File: src/core/iomp_pkg.sv
package iomp_pkg;
    // processor bit k (big-endian) sits at vector bit 31-k
    localparam int IOMP_BASE_MSB = 31;
    localparam int IOMP_BASE_LSB = 24;
    localparam int IOMP_FA_MSB   = 23;
    localparam int IOMP_FA_LSB   = 3;
    localparam int IOMP_BASE_W   = 8;
    localparam int IOMP_FA_W     = 21;
    localparam int IOMP_DATA_W   = 32;

    localparam logic [1:0] IOMP_SEL_BASE = 2'h0;
    localparam logic [1:0] IOMP_SEL_INIT = 2'h1;
    localparam logic [1:0] IOMP_SEL_FILL = 2'h2;

    localparam logic [IOMP_BASE_W-1:0] IOMP_BASE_RST = 8'h00;
    localparam logic [IOMP_FA_W-1:0]   IOMP_INIT_RST = 21'h000000;
    localparam logic [IOMP_DATA_W-1:0] IOMP_FILL_RST = 32'h00000000;

    typedef enum logic [1:0] {
        IOMP_IDLE   = 2'b00,
        IOMP_SETUP  = 2'b01,
        IOMP_STROBE = 2'b11
    } iomp_state_t;

    function automatic logic iomp_region_hit(input logic [31:0] addr, input logic [IOMP_BASE_W-1:0] base);
        iomp_region_hit = (addr[IOMP_BASE_MSB:IOMP_BASE_LSB] == base);
    endfunction

    function automatic logic [IOMP_FA_W-1:0] iomp_fetch_index(input logic [31:0] addr);
        iomp_fetch_index = addr[IOMP_FA_MSB:IOMP_FA_LSB];
    endfunction
endpackage

File: src/core/iomp_cfg_regs.sv
`timescale 1ns/1ps
module iomp_cfg_regs
    import iomp_pkg::*;
(
    input  wire logic                   mclk,
    input  wire logic                   nrst,
    input  wire logic                   cfg_wr,
    input  wire logic [1:0]             cfg_sel,
    input  wire logic [IOMP_DATA_W-1:0] cfg_wdata,
    output logic      [IOMP_BASE_W-1:0] region_base_r,
    output logic      [IOMP_FA_W-1:0]   addr_init_r,
    output logic      [IOMP_DATA_W-1:0] fill_r
);

    always_ff @(posedge mclk or negedge nrst) begin
        if (!nrst) begin
            region_base_r <= IOMP_BASE_RST;
        end else if (cfg_wr && cfg_sel == IOMP_SEL_BASE) begin
            region_base_r <= cfg_wdata[IOMP_BASE_W-1:0];
        end
    end

    // no strap path: these two only ever change on reset or a software write
    always_ff @(posedge mclk or negedge nrst) begin
        if (!nrst) begin
            addr_init_r <= IOMP_INIT_RST;
            fill_r      <= IOMP_FILL_RST;
        end else if (cfg_wr) begin
            if (cfg_sel == IOMP_SEL_INIT) begin
                addr_init_r <= cfg_wdata[IOMP_FA_W-1:0];
            end
            if (cfg_sel == IOMP_SEL_FILL) begin
                fill_r <= cfg_wdata;
            end
        end
    end

endmodule

File: src/core/iomp_top.sv
`timescale 1ns/1ps
module iomp_top
    import iomp_pkg::*;
#(
    parameter bit NEWER_GEN = 1'b1
)(
    input  wire logic                   mclk,
    input  wire logic                   nrst,
    input  wire logic                   cpu_fetch_valid,
    input  wire logic [31:0]            cpu_fetch_addr,
    input  wire logic                   cfg_wr,
    input  wire logic [1:0]             cfg_sel,
    input  wire logic [IOMP_DATA_W-1:0] cfg_wdata,
    input  wire logic                   dbg_req,
    input  wire logic                   dbg_write,
    input  wire logic                   dbg_odd,
    output logic                        fetch_mem_enable,
    output logic      [IOMP_FA_W-1:0]   fetch_read_addr,
    output logic      [IOMP_FA_W-1:0]   debug_access_addr,
    output logic      [IOMP_DATA_W-1:0] debug_write_data,
    output logic                        odd_bank_write_en,
    output logic                        even_bank_write_en,
    output logic                        odd_bank_access_en,
    output logic                        even_bank_access_en,
    output logic                        debug_word_select,
    output logic                        debug_busy
);

    logic [IOMP_BASE_W-1:0] region_base_r;
    logic [IOMP_FA_W-1:0]   addr_init_r;
    logic [IOMP_DATA_W-1:0] fill_r;
    iomp_state_t            state_r;
    iomp_state_t            state_nxt;
    logic                   op_write_r;
    logic                   op_odd_r;
    logic                   fetch_hit;
    logic                   dbg_accept;
    logic                   dbg_allowed;

    iomp_cfg_regs u_cfg (
        .mclk          (mclk),
        .nrst          (nrst),
        .cfg_wr        (cfg_wr),
        .cfg_sel       (cfg_sel),
        .cfg_wdata     (cfg_wdata),
        .region_base_r (region_base_r),
        .addr_init_r   (addr_init_r),
        .fill_r        (fill_r)
    );

    assign fetch_hit = cpu_fetch_valid && iomp_region_hit(cpu_fetch_addr, region_base_r);
    // older parts have no debug read path through this port
    assign dbg_allowed = dbg_write || NEWER_GEN;
    assign dbg_accept  = dbg_req && dbg_allowed && state_r == IOMP_IDLE;

    // enable stays low outside matching fetches to save memory power
    always_ff @(posedge mclk or negedge nrst) begin
        if (!nrst) begin
            fetch_mem_enable <= 1'b0;
        end else begin
            fetch_mem_enable <= fetch_hit;
        end
    end

    // address holds between fetches, avoiding needless toggling
    always_ff @(posedge mclk or negedge nrst) begin
        if (!nrst) begin
            fetch_read_addr <= '0;
        end else if (fetch_hit) begin
            fetch_read_addr <= iomp_fetch_index(cpu_fetch_addr);
        end
    end

    always_comb begin
        state_nxt = state_r;
        unique case (state_r)
            IOMP_IDLE: begin
                if (dbg_accept) begin
                    state_nxt = IOMP_SETUP;
                end
            end
            IOMP_SETUP: begin
                state_nxt = IOMP_STROBE;
            end
            IOMP_STROBE: begin
                state_nxt = IOMP_IDLE;
            end
            default: begin
                state_nxt = IOMP_IDLE;
            end
        endcase
    end

    always_ff @(posedge mclk or negedge nrst) begin
        if (!nrst) begin
            state_r <= IOMP_IDLE;
        end else begin
            state_r <= state_nxt;
        end
    end

    always_ff @(posedge mclk or negedge nrst) begin
        if (!nrst) begin
            op_write_r <= 1'b0;
            op_odd_r   <= 1'b0;
        end else if (dbg_accept) begin
            op_write_r <= dbg_write;
            op_odd_r   <= dbg_odd;
        end
    end

    // address and data settle one cycle ahead of the strobe
    always_ff @(posedge mclk or negedge nrst) begin
        if (!nrst) begin
            debug_access_addr <= IOMP_INIT_RST;
            debug_write_data  <= IOMP_FILL_RST;
        end else if (dbg_accept) begin
            debug_access_addr <= addr_init_r;
            debug_write_data  <= fill_r;
        end
    end

    always_ff @(posedge mclk or negedge nrst) begin
        if (!nrst) begin
            debug_word_select <= 1'b0;
        end else if (dbg_accept) begin
            debug_word_select <= dbg_odd;
        end
    end

    // strobes last exactly one cycle per access
    always_ff @(posedge mclk or negedge nrst) begin
        if (!nrst) begin
            odd_bank_write_en  <= 1'b0;
            even_bank_write_en <= 1'b0;
        end else begin
            odd_bank_write_en  <= state_r == IOMP_SETUP && op_write_r && op_odd_r;
            even_bank_write_en <= state_r == IOMP_SETUP && op_write_r && !op_odd_r;
        end
    end

    always_ff @(posedge mclk or negedge nrst) begin
        if (!nrst) begin
            odd_bank_access_en  <= 1'b0;
            even_bank_access_en <= 1'b0;
        end else begin
            odd_bank_access_en  <= NEWER_GEN && state_r == IOMP_SETUP && op_odd_r;
            even_bank_access_en <= NEWER_GEN && state_r == IOMP_SETUP && !op_odd_r;
        end
    end

    always_ff @(posedge mclk or negedge nrst) begin
        if (!nrst) begin
            debug_busy <= 1'b0;
        end else begin
            debug_busy <= state_nxt != IOMP_IDLE;
        end
    end
endmodule

File: config.mk
export PLATFORM = sky130hd
export DESIGN_NAME = iomp_top
export DESIGN_NICKNAME = d
export VERILOG_FILES = /design/src/core/iomp_pkg.sv /design/src/core/iomp_cfg_regs.sv /design/src/core/iomp_top.sv
export SDC_FILE = /design/constraint.sdc
export NUM_CORES = 1
export LEC_CHECK = 0
export ABC_AREA = 1
export BUFFER_PORTS_ARGS = -buffer_cell sky130_fd_sc_hd__buf_2
export CORE_AREA = 8 8 141 156
export CTS_CLUSTER_DIAMETER = 150
export DETAILED_ROUTE_END_ITERATION = 6
export DIE_AREA = 0 0 149 164
export RECOVER_POWER = 25
export SYNTH_ARGS = -nofsm -noshare
export SYNTH_HDL_FRONTEND = slang
export SYNTH_HIERARCHICAL = 1
export SYNTH_SLANG_ARGS = --single-unit
File: constraint.sdc
create_clock -name mclk -period 1.5 [get_ports mclk]
set_input_delay 0.15 -clock mclk [delete_from_list [all_inputs] [get_ports mclk]]
set_output_delay 0.15 -clock mclk [all_outputs]
set_load 0.01 [all_outputs]
### Word level (Yosys, flattened, before mapping)

Index checks and enable logic that the tools add are counted.

| word-level totals | value |
|---|---|
| flip-flop bits (word level) | 145 |
| latch bits | 0 |
| bits in writable memories | 0 |
| ROM bits | 0 |
| output and inout port bits | 81 |
| logic and storage cells | 35 |
| memories kept | 0 |

| operators by class | value |
|---|---|
| add/subtract/negate cells | 0 |
| multipliers | 0 |
| divide/modulo/power cells | 0 |
| magnitude comparators | 0 |
| eq/ne operators | 4 |
| shifts and indexed selects | 0 |
| mux-type cells | 2 |
| bitwise operators | 0 |
| reductions and logical operators | 14 |

Operators with widths:

| kind | number |
|---|---|
| 8-bit equality test | 1 |
| 1-bit logical AND | 8 |
| 2-bit by 1-bit equality test with 1-bit output, second input constant | 2 |
| 2-bit zero test | 2 |
| 2-bit case mux with 2 select lines | 1 |
| 2-bit AND reduction | 2 |
| 2-bit equality test, second input constant | 1 |
| 2-bit 2-to-1 mux | 1 |
| 2-bit nonzero test | 1 |
| 1-bit zero test | 1 |

### Depth between registers and ports, before layout

Gate-level depths: netlist of run 1.

| depth | value |
|---|---|
| depth in word-level cells | 5 |
| gate-level depth with buffers | 9 |
| gate-level depth less buffers | 8 |

### Cells and area by module

Netlist of run 1, hierarchy kept.

By module, submodules not included:

| module | times used | cells each | area an instance (µm²) |
|---|---|---|---|
| iomp_top | 1 | 298 | 3472.1 |
| iomp_cfg_regs | 1 | 274 | 2588.7 |

### Worst setup path before layout of run 1

OpenSTA, ideal clock, no wires.

| path | value |
|---|---|
| path kind | flip-flop to flip-flop |
| from | register state_r[1] |
| to | register debug_access_addr[16] |
| data arrival time | 1.108 ns |
| data required time | 1.375 ns |
| slack | 0.266 ns |
| cell stages (with the launch flop) | 6 |
| clock period less this slack | 1.234 ns |
| path through | dfrtp_1 nor2_1 nand2_1 buf_6 buf_6 mux2_4 |

| between the ends | value |
|---|---|
| cells in the longest elaborated chain, start to end | 2 |

Ends and longest elaborated chain:

| item | line | source |
|---|---|---|
| start, declared | iomp_top.sv:32 | `iomp_state_t state_r;` |
| start signal, assigned | iomp_top.sv:98 | `state_r <= state_nxt;` |
| 2-bit zero test | iomp_top.sv:54 | `assign dbg_accept = dbg_req && dbg_allowed && state_r == IOMP_IDLE;` |
| 1-bit logical AND | iomp_top.sv:54 |  |
| end signal, assigned | iomp_top.sv:118 | `debug_access_addr <= addr_init_r;` |
| end, declared | iomp_top.sv:19 | `output logic [IOMP_FA_W-1:0] debug_access_addr,` |

No other way between the ends.
A chain may end at the register's enable or synchronous reset.

### Worst setup path after layout of run 1

| path | value |
|---|---|
| from | register u_cfg.region_base_r[1] |
| to | register fetch_read_addr[13] |

| between the ends | value |
|---|---|
| cells in the longest elaborated chain, start to end | 2 |

Ends and longest elaborated chain:

| item | line | source |
|---|---|---|
| start, declared | iomp_cfg_regs.sv:10 | `output logic [IOMP_BASE_W-1:0] region_base_r,` |
| start signal, assigned | iomp_cfg_regs.sv:19 | `region_base_r <= cfg_wdata[IOMP_BASE_W-1:0];` |
| 8-bit equality test | iomp_pkg.sv:26 | `iomp_region_hit = (addr[IOMP_BASE_MSB:IOMP_BASE_LSB] == base);` |
| 1-bit logical AND | iomp_top.sv:51 | `assign fetch_hit = cpu_fetch_valid && iomp_region_hit(cpu_fetch_addr, region_base_r);` |
| end signal, assigned | iomp_top.sv:70 | `fetch_read_addr <= iomp_fetch_index(cpu_fetch_addr);` |
| end, declared | iomp_top.sv:18 | `output logic [IOMP_FA_W-1:0] fetch_read_addr,` |

No other way between the ends.

==> flow_metrics.py, run 1 <==
metrics = {
    "synth": {
        "synth-simple-area-share": 0.2021,
        "synth_area_leaders": "dfrtp_1 60%, nand2_1 10%, mux2_2 9.1%",
        "synth_fa_ha_area_frac": 0,
        "ys_ff_latch": 145,
        "synth_top_cell_by_area": "dfrtp_1",
        "synth_edf_count": 0,
        "synth_compound_area_frac": 0.02766,
        "synth_common_cells": "165 x nand2_1, 145 x dfrtp_1, 53 x nand4_1",
        "syn_inst": 572,
        "synth_top_area_share": 0.5987,
        "syn_area_um2": 6061,
        "synthArstFlopShare": 1.000,
        "synth-seq-area-share": 0.5987,
        "synth_nets": 645,
        "synthFlopType": "dfrtp_1",
        "synthXorXnorAreaFrac": 0.001445,
        "ys_warn_count": 6,
        "synth_most_common_cell": "nand2_1",
        "syn_area_per_cell_um2": 10.60,
        "muxShareOfSynthArea": 0.1009,
        "synth_cell_types": 23,
        "synth_top_family_by_area": "simple AND/OR/NAND/NOR gates",
    },
    "cts": {
        "cts_sinks": 145,
        "postCtsResizedCells": 0,
        "cts_buffer_depth": 2,
        "clock-root-buffer": "clkbuf_16",
        "h-tree-depth": 4,
        "numCtsBuffers": 17,
        "clk_pin_slew_ns": 0.06,
        "post_cts_buffers": 0,
        "cts_tree": "built",
        "clock_latency_ns": 0.41,
        "cts_hold_buf": 38,
    },
    "floorplanning": {
        "start_util": 0.3115,
        "die_area_um2": 24440,
        "coreArea_um2": 19460,
        "die_x_um": 149,
        "fp.dieH_um": 164,
        "rows": 54,
        "io_pins": 154,
    },
    "setup_path": {
        "worstPathArrival_ns": 1.62,
        "start_kind": "register",
        "crit_fanout": 22,
        "rr_worst_depth": 7,
        "r2r-start": "u_cfg/region_base_r[1]$_DFFE_PN0P_",
        "timing.rr.end": "fetch_read_addr[13]$_DFFE_PN0P_",
        "worst_setup_path_end_kind": "register",
        "required_ns": 1.80,
        "critPathKind": "register to register",
        "r2r_slack_ns": 0.18,
    },
    "timing": {
        "fmax_mhz": 758.1,
        "whs_ns": 0.01362,
        "relSlewSlack": 0.4281,
        "setup_violations": 0,
        "post-route-min-period_ns": 1.319,
        "final-hold-violation-count": 0,
        "rsz0062_at_grt": "false",
        "final_max_slew_viol_count": 0,
        "post-route-period-util": 0.8794,
        "tns_ns": 0,
        "worst_slew_pin_slew_ns": 0.8578,
        "clock-skew-final_ns": 0.005901,
    },
    "global_routing": {
        "overflow": 0,
        "gr-usage-met3": 0.04188,
        "grtUsageMet2": 0.2190,
        "grtUsageMet1": 0.1621,
        "grt_pass1_wl_mm": 25.93,
        "track_usage": 0.1350,
        "grt_pass1_vias": 4887,
        "grt_busiest_layer": "met2",
        "antenna_found_initial": 2,
        "grt_max_degree": 94,
    },
    "final_layout": {
        "synthToLayoutAreaGrowth_pct": 32.72,
        "nets": 834,
        "nFillCells": 1918,
        "stdcell_area_um2": 8044,
        "drive_gt1_frac": 0.3338,
    },
    "detailed_routing": {
        "remaining_drc_errors": 0,
        "routed_wl_mm": 15.86,
        "viasPerCell": 4.564,
        "drtIter0Drc": 229,
        "dr.pass1.iters": 4,
        "antenna_left": 0,
        "routed-via-count": 4683,
        "wl_per_cell_um": 15.46,
    },
    "placement": {
        "port_buffers": 150,
        "gp_congestion": 0.7991,
        "dp_hpwl_mm": 10.84,
        "dpl_cell_area_um2": 7106,
    },
    "min_path": {
        "hp-class": "input port to register",
        "min_path_cells": 3,
        "hp-start": "dbg_write",
        "min_to": "op_write_r$_DFFE_PN0P_",
    },
    "power_and_ir_drop": {
        "swShare": 0.3049,
        "leakagePower_nw": 4.183,
        "power.internal_mw": 9.675,
        "clkPwrFrac": 0.303,
        "peakVddDrop_mv": 0.8302,
        "power_density_nw_per_um2": 1730,
        "seqPwrFrac": 0.415,
        "switchingPower_mw": 4.244,
        "p_comb_frac": 0.282,
        "p_total_mw": 13.92,
    },
    "run_status": {
        "outcome": "completed",
    },
    "run": {
        "maxCapViolCount": 0,
    },
}
## power groups by stage
stage	combinational, mW	clock (mW)	sequential (mW)
finish	3.92	4.22	5.78
global route	4.34	4.52	5.94
CTS	4.04	4.34	5.80
detailed placement	3.95	0	5.85
global placement	3.88	0	5.82
floorplan	1.84	0	6.21
## how the worst max path moves through the flow
| stage | startpoint | end | slack, ns | cells past startpoint |
|---|---|---|---|---|
| after floorplan | state_r[1]$_DFF_PN0_ | debug_access_addr[16]$_DFFE_PN0P_ | 0.27 | 5 |
| after global placement | cfg_wr | u_cfg/addr_init_r[2]$_DFFE_PN0P_ | 0.21 | 4 |
| after detailed placement | cfg_wr | u_cfg/addr_init_r[11]$_DFFE_PN0P_ | 0.16 | 4 |
| after global routing | cfg_wr | u_cfg/addr_init_r[11]$_DFFE_PN0P_ | 0.05 | 4 |
| after CTS | u_cfg/region_base_r[1]$_DFFE_PN0P_ | fetch_read_addr[3]$_DFFE_PN0P_ | 0.17 | 7 |
| final | u_cfg/region_base_r[1]$_DFFE_PN0P_ | fetch_read_addr[13]$_DFFE_PN0P_ | 0.18 | 7 |
## per-layer routing
| metal | vias to the layer above | share of wire |
|---|---|---|
| li1 | 2268 | - |
| met4 | 2 | 0.023 |
| met5 | - | 0.00063 |
| met2 | 125 | 0.49 |
| met1 | 2261 | 0.43 |
| met3 | 27 | 0.062 |
## cell usage in the layout, fill, tap and decap left out
cell	netlist	final
inv_4	1	1
inv_2	1	1
a21oi_1	2	2
clkinvlp_4	0	3
clkbuf_8	0	4
buf_12	0	4
nor3_1	2	2
nand3_4	1	1
inv_1	41	41
buf_6	9	1
clkbuf_4	0	1
nand2_1	165	165
xnor2_1	1	1
dfrtp_1	145	145
buf_4	4	13
nor2_8	1	1
nand3_2	1	1
o21bai_1	21	21
clkbuf_1	1	3
dlygate4sd3_1	0	38
mux2_2	49	49
nand3_1	31	31
clkbuf_16	0	17
mux2_4	4	4
nor2_1	13	13
nand2_2	1	1
clkbuf_2	0	1
bufinv_16	0	2
nand4_1	53	53
buf_2	24	148
nor2_2	1	1
diode_2	0	1
clkinv_2	0	3
clkinv_4	0	1
## state kept, by name, summed over array words and instances, names as in the netlist
register	flops
op_odd_r	1
op_write_r	1
fetch_mem_enable	1
u_cfg/region_base_r	8
odd_bank_access_en	1
u_cfg/fill_r	32
fetch_read_addr	21
debug_access_addr	21
odd_bank_write_en	1
debug_busy	1
u_cfg/addr_init_r	21
even_bank_write_en	1
state_r	2
debug_write_data	32
even_bank_access_en	1
## per-stage QoR
| stage | cells | setup WS, ns | util |
|---|---|---|---|
| finish | 1026 | 0.1809 | 0.4134 |
| global route | 1026 | 0.05189 | 0.4134 |
| CTS | 1025 | 0.1714 | 0.4151 |
| detailed placement | 956 | 0.1623 | 0.3652 |
| global placement | 956 | 0.2065 | 0.3652 |
| floorplan | 572 | 0.2664 | - |
## final cells by class
type | count | area [µm²] | area share
timing repair buffer | 208 | 1330 | 0.1653
antenna | 1 | 2.502 | 0.0003111
multi-input combinational | 346 | 2013 | 0.2503
clock buffer | 22 | 484.2 | 0.06020
clock inverter | 9 | 106.4 | 0.01322
sequential | 145 | 3628 | 0.4511
inverter | 43 | 163.9 | 0.02038
tap | 252 | 315.3 | 0.03920
## critical path, stage by stage, from the launching register on
cell	delay, ns
dfrtp_1	0.40
nand2_1	0.07
nand2_1	0.05
nor2_1	0.14
nand3_1	0.09
buf_4	0.22
o21bai_1	0.15
nand2_1	0.07
## logic make-up after synthesis
group | after synthesis
buffers and inverters | 81
AO/OA/AOI/OAI | 23
flip-flops | 145
AND/OR/NAND/NOR | 269
XOR/XNOR | 1
multiplexers | 53
No activity file was read; power rests on OpenSTA's default activity.
==> inputs of run 2 (changes only) <==
- CORE_AREA: 8 8 141 156 -> 8 8 120 133
- DIE_AREA: 0 0 149 164 -> 0 0 128 141
- PLACE_DENSITY: unset -> 0.69
==> flow_metrics.py, run 2 (synthesis gave the netlist of run 1 again) <==
metrics = {
    "run_status": {
        "outcome": "completed",
    },
    "setup_path": {
        "timing.rr.end": "fetch_read_addr[9]$_DFFE_PN0P_",
        "worst_setup_path_end_kind": "register",
        "path_cells": "xnor2_1 -> nand3_2 -> buf_6 -> o21bai_1 -> nand2_1",
        "max_stage_delay_ns": 0.40,
        "required_ns": 1.79,
        "worstPathArrival_ns": 1.74,
        "cp-startpoint": "u_cfg/region_base_r[6]$_DFFE_PN0P_",
        "crit_end": "fetch_read_addr[9]$_DFFE_PN0P_",
        "rr_worst_depth": 5,
        "critPathKind": "register to register",
        "r2r_slack_ns": 0.05,
        "r2r-start": "u_cfg/region_base_r[6]$_DFFE_PN0P_",
        "start_kind": "register",
        "crit_fanout": 22,
        "worst_path_max_delay_cell": "dfrtp_1",
    },
    "floorplanning": {
        "fp.dieH_um": 141,
        "die_area_um2": 18050,
        "io_pins": 154,
        "rows": 45,
        "coreArea_um2": 13630,
        "die_x_um": 128,
        "start_util": 0.4448,
    },
    "power_and_ir_drop": {
        "leakagePower_nw": 4.150,
        "peakVddDrop_mv": 0.9744,
        "power_density_nw_per_um2": 1757,
    },
    "detailed_routing": {
        "routed-via-count": 4723,
        "routed_wl_mm": 15.38,
        "dr.pass1.iters": 4,
        "wl_per_cell_um": 16.09,
        "viasPerCell": 4.940,
        "remaining_drc_errors": 0,
        "drtIter0Drc": 298,
        "antenna_left": 0,
    },
    "timing": {
        "fmax_mhz": 688.8,
        "whs_ns": 0.009729,
        "final_max_slew_viol_count": 0,
        "post-route-min-period_ns": 1.452,
        "final-hold-violation-count": 0,
        "tns_ns": 0,
        "post-route-period-util": 0.9679,
        "relSlewSlack": 0.3846,
        "worst_slew_pin_slew_ns": 0.9231,
        "clock-skew-final_ns": 0.004088,
        "setup_violations": 0,
    },
    "placement": {
        "dp_hpwl_mm": 10.42,
        "gp_congestion": 0.8542,
        "port_buffers": 150,
        "dpl_cell_area_um2": 6998,
        "dpl.cell_count": 890,
    },
    "cts": {
        "cts_buffer_depth": 2,
        "cts_tree": "built",
        "cts_sinks": 145,
        "numCtsBuffers": 17,
        "clock_latency_ns": 0.41,
        "clk_pin_slew_ns": 0.06,
        "h-tree-depth": 4,
        "clock-root-buffer": "clkbuf_16",
        "post_cts_buffers": 0,
    },
    "global_routing": {
        "grt_max_degree": 60,
        "grt_pass1_wl_mm": 24.88,
        "grt_pass1_vias": 4987,
        "track_usage": 0.1741,
        "antenna_found_initial": 2,
        "overflow": 0,
    },
    "final_layout": {
        "nets": 828,
        "diodes": 0,
        "drive_gt1_frac": 0.3359,
        "final_common_cell": "nand2_1",
        "instances_no_fill": 956,
        "synthToLayoutAreaGrowth_pct": 30.62,
        "most-common-layout-cells": "165 x nand2_1, 148 x buf_2, 145 x dfrtp_1",
        "reg_top3": "debug_write_data x32, u_cfg/fill_r x32",
        "stdcell_area_um2": 7916,
        "final_core_util": 0.5810,
    },
    "min_path": {
        "hp-class": "input port to register",
    },
    "run": {
        "maxCapViolCount": 0,
    },
}
==> run 2: cell types whose count changed in the layout (fill, tap and decap cells not counted), sizes merged <==
cell	previous run	this run
clkinvlp	3	5
inv	43	42
diode	1	0
dlygate4sd3	38	32
buf	166	164
clkinv	4	5
clkbuf	26	27
==> run 2: through the flow <==
step	worst slack (ns)	power, mW
6_report	0.04816	13.91
5_1_grt	-0.01254	14.72
4_1_cts	0.01524	14.05
3_5_place_dp	0.03586	9.736
3_3_place_gp	0.09083	9.574
2_1_floorplan	0.2664	8.042
==> run 2: worst max-delay path: cells and delay by family (launching register included) <==
| kind | cells | cell delay (ns) |
|---|---|---|
| AND/OR/NAND/NOR | 2 | 0.29 |
| AO/OA/AOI/OAI | 1 | 0.20 |
| buffers and inverters | 1 | 0.25 |
| flip-flops | 1 | 0.40 |
| XOR/XNOR | 1 | 0.19 |
==> run 2: how the worst min path moves through the flow <==
stage	depth (start not counted)	end	startpoint
detailed placement	1	debug_access_addr[15]$_DFFE_PN0P_	nrst
CTS	3	u_cfg/addr_init_r[11]$_DFFE_PN0P_	cfg_wdata[11]
finish	3	op_write_r$_DFFE_PN0P_	dbg_write
global route	3	u_cfg/fill_r[9]$_DFFE_PN0P_	cfg_wdata[9]
floorplan	0	debug_access_addr[0]$_DFFE_PN0P_	nrst
global placement	1	debug_access_addr[16]$_DFFE_PN0P_	nrst
==> run 2: power by group <==
group | switching, mW | internal [mW]
clock | 1.54 | 2.66
combinational | 2.03 | 1.88
sequential | 0.642 | 5.15
==> run 2: repair_timing <==
action	CTS	global route
hold buffers	32	0
endpoints found under the hold margin	176	0
endpoints found under the setup margin	0	21
resized for setup	0	5
==> run 2: layout make-up <==
class / instances / area, µm²
repair buffers: 200 / 1255
repair inverters: 2 / 15.01
clock buffers: 23 / 498.0
clock inverters: 9 / 103.9
flip-flops and latches: 145 / 3628
well taps: 188 / 235.2
multi-input cells: 346 / 2013
fillers: 1137 / 5709
inverters: 43 / 167.7
==> run 2: routing by layer <==
| metal | routed length (µm) | vias up | track usage |
|---|---|---|---|
| met5 | 23 | - | 0 |
| met4 | 240 | 4 | 0.06579 |
| met3 | 1336 | 25 | 0.06639 |
| met2 | 7478 | 181 | 0.2854 |
| met1 | 6301 | 2254 | 0.2021 |
| li1 | - | 2259 | - |
